===== config.mk =====
export PLATFORM = sky130hd
export DESIGN_NAME = smart_card_tx_control
export DESIGN_NICKNAME = d
export VERILOG_FILES = /design/src/sc_tx_pkg.sv /design/src/sc_tx_fifo_if.sv /design/src/sc_sync2.sv /design/src/sc_tx_fifo.sv /design/src/smart_card_tx_control.sv
export VERILOG_INCLUDE_DIRS = /design/src
export SDC_FILE = /design/constraint.sdc
export NUM_CORES = 1
export LEC_CHECK = 0
export BUFFER_PORTS_ARGS = -buffer_cell sky130_fd_sc_hd__buf_4
export CAP_MARGIN = 20
export CORE_UTILIZATION = 34
export CTS_CLUSTER_SIZE = 8
export DETAILED_ROUTE_END_ITERATION = 12
export GPL_TIMING_DRIVEN = 0
export PLACE_DENSITY = 0.59
export SLEW_MARGIN = 15
export SYNTH_ARGS = -nofsm -noshare
export SYNTH_HDL_FRONTEND = slang
export SYNTH_SLANG_ARGS = --single-unit

===== constraint.sdc =====
create_clock -name pclk -period 3.82 [get_ports pclk]
set_input_delay 0.382 -clock pclk [delete_from_list [all_inputs] [get_ports pclk]]
set_output_delay 0.382 -clock pclk [all_outputs]
set_load 0.02 [all_outputs]

===== src/sc_tx_regs.svh =====
// Register indices, bit positions, reset values and timing defaults
`ifndef SC_TX_REGS_SVH
`define SC_TX_REGS_SVH
`define APB_AW       18
`define IDX_CTRL     16'hFE06
`define IDX_DATA     16'hFE07
`define IDX_CFG      16'hFE40
`define B_DIRECT     7
`define B_FULL       5
`define B_EMPTY      4
`define B_UNDR       3
`define B_MARK       2
`define B_DIR        1
`define B_BRK        0
`define C_T1         0
`define C_CHK        1
`define C_SYNC       2
`define C_IO         3
`define CTRL_RST     8'h00
`define CFG_RST      8'h00
`define DATA_RST     8'h00
`define ETU_DEF      16'h0174
`define FRAME_LAST   4'h9
`define GUARD_LAST   4'h1
`define DEPTH_DEF    4
`endif


===== src/sc_tx_pkg.sv =====
// Types shared by the smart card transmit block
`default_nettype none
package sc_tx_pkg;
    typedef enum logic [1:0] {
        ST_IDLE  = 2'b00,
        ST_SEND  = 2'b01,
        ST_GUARD = 2'b10
    } tx_state_t;

    typedef struct packed {
        tx_state_t   st;
        logic [3:0]  bit_idx;
        logic [15:0] etu_cnt;
        logic [9:0]  frame;
        logic        src_chk;
        logic        err_seen;
        logic        lk_q;
        logic        direct;
        logic        marker;
        logic        dir;
        logic        underrun;
        logic        brk;
        logic        t1;
        logic        chk_en;
        logic        sync_mode;
        logic        card_io;
        logic [7:0]  lrc;
        logic        chk_done;
        logic        full_q;
        logic        empty_q;
        logic        evt;
        logic        txm;
        logic        io_oe;
        logic [31:0] prdata;
        logic        slverr;
    } tx_ctl_t;
endpackage : sc_tx_pkg
`default_nettype wire


===== src/sc_tx_fifo_if.sv =====
// Carrier between the transmit control and its byte queue
`default_nettype none
interface sc_tx_fifo_if;
    logic       push;
    logic [7:0] wdata;
    logic       pop;
    logic [7:0] rdata;
    logic       full;
    logic       empty;
    modport ctl_side  (output push, output wdata, output pop, input rdata, input full, input empty);
    modport fifo_side (input push, input wdata, input pop, output rdata, output full, output empty);
endinterface : sc_tx_fifo_if
`default_nettype wire


===== src/sc_sync2.sv =====
// Two-stage synchroniser for signals from outside the pclk domain
`default_nettype none
module sc_sync2 #(
    parameter int W = 1
) (
    input  wire logic         pclk,
    input  wire logic         presetn,
    input  wire logic [W-1:0] d,
    output logic      [W-1:0] q
);
    typedef struct packed {
        logic [W-1:0] s1;
        logic [W-1:0] s2;
    } sync_t;
    sync_t r;
    sync_t s;

    // First stage is read by the second only
    always_comb begin
        s = r;
        s.s1 = d;
        s.s2 = r.s1;
    end

    always_ff @(posedge pclk or negedge presetn) begin
        if (!presetn) begin
            r <= '0;
        end else begin
            r <= s;
        end
    end

    assign q = r.s2;
endmodule : sc_sync2
`default_nettype wire


===== src/sc_tx_fifo.sv =====
// Transmit byte queue held in flip-flops
`default_nettype none
`include "sc_tx_regs.svh"
module sc_tx_fifo
    import sc_tx_pkg::*;
#(
    parameter int DEPTH = `DEPTH_DEF
) (
    input  wire logic pclk,
    input  wire logic presetn,
    sc_tx_fifo_if.fifo_side f
);
    localparam int AW = (DEPTH > 1) ? $clog2(DEPTH) : 1;
    typedef struct packed {
        logic [DEPTH-1:0][7:0] mem;
        logic [AW-1:0]         wp;
        logic [AW-1:0]         rp;
        logic [AW:0]           cnt;
    } fifo_t;
    fifo_t r;
    fifo_t s;
    logic  do_push;
    logic  do_pop;

    // Writes into a full queue are dropped rather than corrupting it
    always_comb begin
        s = r;
        do_push = f.push && (r.cnt != (AW+1)'(DEPTH));
        do_pop  = f.pop && (r.cnt != '0);
        if (do_push) begin
            s.mem[r.wp] = f.wdata;
            s.wp = (r.wp == AW'(DEPTH - 1)) ? '0 : r.wp + 1'b1;
        end
        // Pop moves the pointer only; old bytes stay until overwritten
        if (do_pop) begin
            s.rp = (r.rp == AW'(DEPTH - 1)) ? '0 : r.rp + 1'b1;
        end
        s.cnt = r.cnt + (AW+1)'(do_push) - (AW+1)'(do_pop);
    end

    always_ff @(posedge pclk or negedge presetn) begin
        if (!presetn) begin
            r <= '0;
        end else begin
            r <= s;
        end
    end

    assign f.rdata = r.mem[r.rp];
    assign f.full  = (r.cnt == (AW+1)'(DEPTH));
    assign f.empty = (r.cnt == '0);
endmodule : sc_tx_fifo
`default_nettype wire


===== src/smart_card_tx_control.sv =====
// Smart card transmit control: APB registers, byte queue, character sender
`default_nettype none
`include "sc_tx_regs.svh"
module smart_card_tx_control
    import sc_tx_pkg::*;
#(
    parameter int          DEPTH    = `DEPTH_DEF,
    parameter logic [15:0] ETU_CLKS = `ETU_DEF
) (
    input  wire logic                pclk,
    input  wire logic                presetn,
    input  wire logic                psel,
    input  wire logic                penable,
    input  wire logic                pwrite,
    input  wire logic [`APB_AW-1:0]  paddr,
    input  wire logic [31:0]         pwdata,
    output logic      [31:0]         prdata,
    output logic                     pready,
    output logic                     pslverr,
    input  wire logic                link_clk,
    input  wire logic [7:0]          length_counter,
    input  wire logic                io_i,
    output logic                     io_o,
    output logic                     io_oe,
    output logic                     tx_mode_active,
    output logic                     tx_event_irq_src,
    output logic                     tx_error_irq
);
    localparam logic [15:0] ETU_HALF = ETU_CLKS >> 1;

    sc_tx_fifo_if fq ();
    tx_ctl_t      r;
    tx_ctl_t      s;
    logic [1:0]   pins_s;
    logic         lk_s;
    logic         io_s;
    logic         lk_edge;
    logic         setup;
    logic         access;
    logic         hit_ctrl;
    logic         hit_data;
    logic         hit_cfg;
    logic         chk_need;
    logic         empty_flag;
    logic         tx_eff;
    logic         direct_sel;
    logic         eng_pop;
    logic         apb_pop;
    logic         etu_end;
    logic [7:0]   ctrl_rd;
    logic [7:0]   cfg_rd;

    sc_sync2 #(
        .W (2)
    ) u_sync (
        .pclk    (pclk),
        .presetn (presetn),
        .d       ({link_clk, io_i}),
        .q       (pins_s)
    );

    sc_tx_fifo #(
        .DEPTH (DEPTH)
    ) u_fifo (
        .pclk    (pclk),
        .presetn (presetn),
        .f       (fq.fifo_side)
    );

    assign lk_s = pins_s[1];
    assign io_s = pins_s[0];

    // Address decode on word index; byte lanes below are ignored
    assign hit_ctrl = (paddr[`APB_AW-1:2] == `IDX_CTRL);
    assign hit_data = (paddr[`APB_AW-1:2] == `IDX_DATA);
    assign hit_cfg  = (paddr[`APB_AW-1:2] == `IDX_CFG);
    assign setup    = psel && !penable;
    assign access   = psel && penable;

    assign chk_need = r.t1 && r.chk_en;
    // Marker holds empty low until the last byte, and checksum, are out
    assign empty_flag = fq.empty && (!r.marker ||
                        ((r.st == ST_IDLE) && (!chk_need || r.chk_done)));
    // Marker keeps transmit alive after an early switch to receive
    assign tx_eff = r.dir || (r.marker && !empty_flag);
    assign direct_sel = r.sync_mode && r.direct &&
                        ((length_counter == 8'hFF) || (length_counter == 8'h00));
    assign etu_end = lk_edge && (r.etu_cnt == ETU_CLKS - 16'h0001);

    always_comb begin
        ctrl_rd = `CTRL_RST;
        ctrl_rd[`B_DIRECT] = r.direct;
        ctrl_rd[`B_FULL]   = fq.full;
        ctrl_rd[`B_EMPTY]  = empty_flag;
        ctrl_rd[`B_UNDR]   = r.underrun;
        ctrl_rd[`B_MARK]   = r.marker;
        ctrl_rd[`B_DIR]    = r.dir;
        ctrl_rd[`B_BRK]    = r.brk;
        cfg_rd = `CFG_RST;
        cfg_rd[`C_T1]   = r.t1;
        cfg_rd[`C_CHK]  = r.chk_en;
        cfg_rd[`C_SYNC] = r.sync_mode;
        cfg_rd[`C_IO]   = r.card_io;
    end

    always_comb begin
        s = r;
        eng_pop = 1'b0;
        apb_pop = 1'b0;
        fq.push  = 1'b0;
        fq.wdata = pwdata[7:0];
        lk_edge = lk_s && !r.lk_q;
        s.lk_q = lk_s;

        // Read data is captured in setup so the access edge only clears
        if (setup) begin
            s.slverr = !(hit_ctrl || hit_data || hit_cfg);
            s.prdata = 32'h0000_0000;
            if (!pwrite && hit_ctrl) begin
                s.prdata[7:0] = ctrl_rd;
            end else if (!pwrite && hit_cfg) begin
                s.prdata[7:0] = cfg_rd;
            end else if (!pwrite && hit_data) begin
                s.prdata[7:0] = fq.empty ? `DATA_RST : fq.rdata;
            end
        end

        if (access && pwrite) begin
            if (hit_ctrl) begin
                s.direct = pwdata[`B_DIRECT];
                s.marker = pwdata[`B_MARK];
                if (!pwdata[`B_MARK]) begin
                    s.chk_done = 1'b0;
                end
                if (pwdata[`B_DIR] != r.dir) begin
                    s.dir = pwdata[`B_DIR];
                    s.lrc = 8'h00;
                    s.chk_done = 1'b0;
                end
            end else if (hit_cfg) begin
                s.t1        = pwdata[`C_T1];
                s.chk_en    = pwdata[`C_CHK];
                s.sync_mode = pwdata[`C_SYNC];
                s.card_io   = pwdata[`C_IO];
            end else if (hit_data) begin
                fq.push = 1'b1;
                s.chk_done = 1'b0;
            end
        end

        // Clear only what the read returned, so a new event survives
        if (access && !pwrite && hit_ctrl) begin
            s.underrun = r.underrun && !r.prdata[`B_UNDR];
            s.brk      = r.brk && !r.prdata[`B_BRK];
        end
        if (access && !pwrite && hit_data) begin
            apb_pop = !fq.empty;
        end

        if (lk_edge && (r.st != ST_IDLE)) begin
            s.etu_cnt = etu_end ? 16'h0000 : r.etu_cnt + 16'h0001;
        end

        case (r.st)
            ST_IDLE: begin
                if (tx_eff && !fq.empty) begin
                    eng_pop = 1'b1;
                    s.frame = {^fq.rdata, fq.rdata, 1'b0};
                    // Starts from the restarted sum if direction flips now
                    s.lrc = s.lrc ^ fq.rdata;
                    s.src_chk = 1'b0;
                    s.st = ST_SEND;
                    s.bit_idx = 4'h0;
                    s.etu_cnt = 16'h0000;
                    s.err_seen = 1'b0;
                end else if (tx_eff && r.marker && chk_need && !r.chk_done) begin
                    s.frame = {^r.lrc, r.lrc, 1'b0};
                    s.src_chk = 1'b1;
                    s.st = ST_SEND;
                    s.bit_idx = 4'h0;
                    s.etu_cnt = 16'h0000;
                    s.err_seen = 1'b0;
                end
            end
            ST_SEND: begin
                if (etu_end) begin
                    if (r.bit_idx == `FRAME_LAST) begin
                        s.st = ST_GUARD;
                        s.bit_idx = 4'h0;
                    end else begin
                        s.bit_idx = r.bit_idx + 4'h1;
                    end
                end
            end
            ST_GUARD: begin
                // Card pulls IO low mid guard to flag a parity error
                if (lk_edge && !r.t1 && (r.bit_idx == 4'h0) &&
                    (r.etu_cnt == ETU_HALF) && !io_s) begin
                    s.err_seen = 1'b1;
                end
                if (etu_end) begin
                    if (r.bit_idx != `GUARD_LAST) begin
                        s.bit_idx = r.bit_idx + 4'h1;
                    end else if (r.err_seen) begin
                        s.brk = 1'b1;
                        s.st = ST_SEND;
                        s.bit_idx = 4'h0;
                        s.err_seen = 1'b0;
                    end else begin
                        s.st = ST_IDLE;
                        if (r.src_chk) begin
                            s.chk_done = 1'b1;
                        end else if (fq.empty && !r.marker) begin
                            s.underrun = 1'b1;
                        end
                    end
                end
            end
            default: begin
                s.st = ST_IDLE;
            end
        endcase

        fq.pop = eng_pop || apb_pop;

        s.evt = (fq.full && !r.full_q) || (empty_flag && !r.empty_q);
        s.full_q = fq.full;
        s.empty_q = empty_flag;
        s.txm = tx_eff;

        // Open drain: only a low level is driven
        if (direct_sel) begin
            s.io_oe = !r.card_io;
        end else begin
            s.io_oe = (s.st == ST_SEND) && !s.frame[s.bit_idx];
        end
    end

    always_ff @(posedge pclk or negedge presetn) begin
        if (!presetn) begin
            r <= '0;
            // Empty flag idles high, so its edge memory starts high too
            r.empty_q <= 1'b1;
        end else begin
            r <= s;
        end
    end

    assign prdata           = r.prdata;
    assign pslverr          = r.slverr && access;
    assign pready           = 1'b1;
    assign io_o             = 1'b0;
    assign io_oe            = r.io_oe;
    assign tx_mode_active   = r.txm;
    assign tx_event_irq_src = r.evt;
    assign tx_error_irq     = r.underrun || r.brk;
endmodule : smart_card_tx_control
`default_nettype wire


### Yosys cells after proc, flatten, opt, wreduce, memory -nomap -nowiden

Cells that the tools add are included.

| operators by class | value |
|---|---|
| bitwise logic cells | 2 |
| reduce and logical (&&, ||, !) cells | 77 |
| add/subtract/negate cells | 6 |
| muxes and demuxes | 63 |
| equality and inequality tests | 17 |
| $lt $le $gt $ge | 4 |

Operators by type and width:

| cell | count |
|---|---|
| $mux 8 | 9 |
| $mux 34 | 2 |
| $eq 16x16->1 const B | 3 |
| $logic_and 1x1->1 | 36 |
| $bwmux 32 | 1 |
| $mux 16 | 2 |
| $mux 1 | 27 |
| $mux 27 | 1 |
| $mux 9 | 2 |
| $logic_not 1->1 | 17 |
| $add 16x1->16 const B | 1 |
| $bmux 8 s2 | 1 |
| $demux 8 s2 | 1 |
| $eq 16x8->1 const B | 1 |
| $eq 16x9->1 const B | 1 |
| $mux 2 | 8 |
| $reduce_xor 8->1 | 2 |
| $mux 4 | 3 |
| $mux 6 | 2 |
| $pmux 4 s3 | 1 |
| $logic_or 1x1->1 | 9 |
| $eq 8x8->1 const B | 1 |
| $logic_not 8->1 | 1 |
| $xor 8x8->8 | 1 |
| other kinds (26) | 36 |

| word-level totals | value |
|---|---|
| register bits after elaboration | 110 |
| input port bits | 65 |
| output and inout bits | 39 |
| word-level logic and storage cells | 203 |

### Depth between registers and ports, before layout

| logic depth | value |
|---|---|
| word-level depth | 20 |
| gate-level depth with buffers | 14 |
| depth with buffers taken out | 13 |

### Hierarchy

A second synthesis with hierarchy kept.

| second synthesis, totals | value |
|---|---|
| cells, all modules | 665 |
| area total of the unflattened synthesis | 6701.4 um2 |

Modules (own cells, without submodules):

| module | cells an instance | sequential area each (um2) | instances | area each (um2) |
|---|---|---|---|---|
| smart_card_tx_control | 420 | 1677.9 | 1 | 3905.0 |
| sc_tx_fifo | 239 | 975.9 | 1 | 2681.3 |
| sc_sync2 | 6 | 100.1 | 1 | 115.1 |

### Least setup slack after synthesis

No wires, ideal clock.

| timing | value |
|---|---|
| path kind | in2reg |
| start point | input port paddr[7] |
| end point | register u_fifo.r[2] (netlist bit) |
| data arrival time | 2887 ps |
| stages | 14 |
| library setup time | 127 ps |
| data required time | 3693 ps |
| buffers on the path | 1 |
| setup slack | 806 ps |
| cells stage by stage | nor4b_1 nand2_1 nor4_1 nor2b_1 and3_1 clkbuf_1 a31o_2 ha_1 inv_1 ha_1 inv_1 fa_1 xnor2_1 xnor2_1 |

RTL lines:

| item | line | text |
|---|---|---|
| start, declared | smart_card_tx_control.sv:15 | `` input wire logic [`APB_AW-1:0] paddr, `` |
| end signal, assigned | sc_tx_fifo.sv:45 | `r <= s;` |
| end, declared | sc_tx_fifo.sv:20 | `fifo_t r;` |

==> impl_metrics.tcl <==
set metrics [dict create \
    timing.fmax_ghz 0.3133 \
    wire_per_inst_um 14.85 \
    fin_area_sq_mm 0.006848 \
    cts_setup_buffers 0 \
    coreArea_sq_mm 0.01652 \
    period_minus_slack_ps 3192 \
    yosysUniqueCellTypes 67 \
    critPathMaxFanout 10 \
    synth_area_leaders "dfrtp_1 48%, mux2_2 8.2%, buf_4 4.4%" \
    finalHoldViolCount 0 \
    cts_resized 0 \
    worst_setup_path_start_kind "flop" \
    timing.rr.start "r[69]" \
    crit_required_ps 4070 \
    path_class "flop to flop" \
    seq_power_share 0.512 \
    cts_tree "built" \
    gp_congestion 0.7873 \
    clockBufferDepth 2 \
    finalWirelength_um 12270 \
    maxCapViolCount 0 \
    htreeDepth 3 \
    rsz0062_at_grt "false" \
    hp-start "link_clk" \
    root_buffer "clkbuf_16" \
    grt_pass1_wl_um 20330 \
    hold_ws_ps 135.0 \
    slew_violations 0 \
    antenna_left 0 \
    num_io_pins 104 \
    first_pass_iters 5 \
    cts.sink_count 110 \
    combinationalPowerShare 0.055 \
    slew_headroom 0.3795 \
    power_density_mw_per_mm2 334.0 \
    setup.worst_path.end_class "flop" \
    ys.flop_type "dfrtp_1" \
    cts_buffers 9 \
    clk_pin_slew_ps 70 \
    synthCells 513 \
    avgSynthCellArea_sq_um 11.19 \
    fin_worst_skew_ps 11.71 \
    fin_crit_sh 0.8356 \
    p_sw_frac 0.2365 \
    dp_hpwl_um 8938 \
    dieWidth_um 131.9 \
    min_path_type "input pin to flop" \
    yosys_warnings 0 \
    drive_gt1_frac 0.2789 \
    synth_top_area_frac 0.4753 \
    post_drt_via_cell_ratio 4.866 \
    intPower_w 0.001746 \
    startpoint "r[69]" \
    p_sw_w 0.0005408 \
    initial_core_util 0.3473 \
    worst_slew_pin_slew_ps 922.2 \
    row_count 47 \
    ir_worst_vdd_uv 335.9 \
    grt_pass1_vias 4013 \
    p_clk_frac 0.434 \
    synthArstFlopShare 1.000 \
    crit_arrival_ps 3440 \
    die-area_sq_mm 0.01740 \
    syn_area_sq_mm 0.005739 \
    fillCellCount 1586 \
    yosysSeqAreaShare 0.4798 \
    synth_largest_area_cell "dfrtp_1" \
    ys_seq_elements 110 \
    grt_max_degree 111 \
    port_buffers 51 \
    nNetsFinal 679 \
    setup_viol 0 \
    total_power_w 0.002287 \
    place_area_sq_mm 0.006491 \
    grt_use_total 0.1488 \
    setup_tns_ps 0 \
    antenna_found_initial 0 \
    num_vias 4019 \
    synthToLayoutAreaGrowth_pct 19.32 \
    drtIter0Drc 209 \
    outcome "finished, final reports clean" \
    n_antenna_cell 0 \
    clk_latency_ps 360 \
    route.detailed.drc 0 \
    die_h_um 131.9 \
    synth-edff-count 0 \
    leakage_nw 3.315 \
    grt_overflow 0 \
]
==> per-layer routing <==
layer	GRT usage	share of wire	vias to the layer above
li1	-	-	1931
met1	0.1910	0.45	1977
met2	0.2472	0.50	87
met3	0.02153	0.033	24
met4	0.07106	0.025	0
met5	0	0	-
==> through the flow <==
step	setup WS, ps	util	std cells
finish	628.1	0.4144	826
global route	463.7	0.4144	826
CTS	654.5	0.4121	824
detailed placement	300.3	0.3928	808
global placement	349.9	0.3926	808
floorplan	806.2	-	537
==> worst max-delay path: stages (launching register included) <==
cell      delay, ps
dfrtp_1         450
ha_1            260
and4bb_2        260
nand2_1         140
nor2_2          450
o211ai_1        210
a32oi_2         370
mux4_2          590
a21o_1          170
o22ai_1         170
==> power by group through the flow <==
stage               clock [W]  combinational (W)  sequential [W]
finish               0.000992           0.000125         0.00117
global route          0.00106           0.000138         0.00117
CTS                   0.00102           0.000122         0.00117
detailed placement          0           0.000122         0.00119
global placement            0           0.000118         0.00119
floorplan                   0          0.0000546         0.00119
==> flip-flops by register name (all words and copies together), names as in the netlist <==
name / flops
io_oe: 1
tx_event_irq_src: 1
u_sync.r: 2
ctrl_rd: 5
cfg_rd: 4
u_fifo.r: 39
u_sync.q: 2
prdata: 8
r: 47
tx_mode_active: 1
==> cell families after synthesis <==
family / share of synthesized area
mux: 0.1280
buf+inv: 0.06671
compound gates: 0.07696
fa+ha+maj: 0.02965
xor+xnor: 0.05951
simple gates: 0.1581
flops: 0.4798
other cells: 0.001309
==> cell usage in the layout, fill, tap and decap left out, types with 7 or more instances in the layout <==
cell type,instances
nand2_1,59
xor2_1,17
conb_1,26
nand4_1,7
clkbuf_1,9
clkbuf_16,9
buf_4,84
nor3_1,9
a21oi_1,7
and3_1,8
nand3_1,17
dfrtp_1,109
ha_1,12
inv_1,15
nor2_1,31
xnor2_1,22
o21ai_0,16
mux2_2,42
==> synth_stat cells (5+ instances only) <==
library cell and instances:
xnor2_1 22, dfrtp_1 109, a21oi_1 7, nand2b_1 6
nand4_1 7, mux2_2 42, and3_1 8, clkbuf_1 9
nor2_1 31, inv_1 15, o21ai_0 16, nor2b_1 6
xor2_1 17, mux4_1 5, nand3_1 17, ha_1 12
nand2_1 59, nor3_1 9, buf_4 34
==> final timing paths <==
kind                                to  slack [ps]  cells after the start
setup / recovery                 io_oe         630                      9
hold / removal             u_sync.r[3]         130                      1
setup reg to reg                 io_oe         630                      9
hold reg to reg            u_sync.q[1]         360                      0
max in group asynchronous        r[36]        2660                      3
min in group asynchronous        r[79]         470                      2
==> final cells by class <==
type                       instances  area [sq um]  area share
sequential                       110          2754      0.4022
timing repair buffer              53         424.2     0.06194
clock inverter                     7         93.84     0.01370
multi-input combinational        364          2693      0.3932
buffer                            48         326.6     0.04769
inverter                          15         56.30    0.008222
tap                              220         275.3     0.04020
clock buffer                       9         225.2     0.03289
==> timing repair <==
action	CTS	global route
endpoints found under the hold margin	0	29
endpoints found under the setup margin	0	0
hold buffers	0	1
Note: power is estimated with default switching activity, not from simulation.
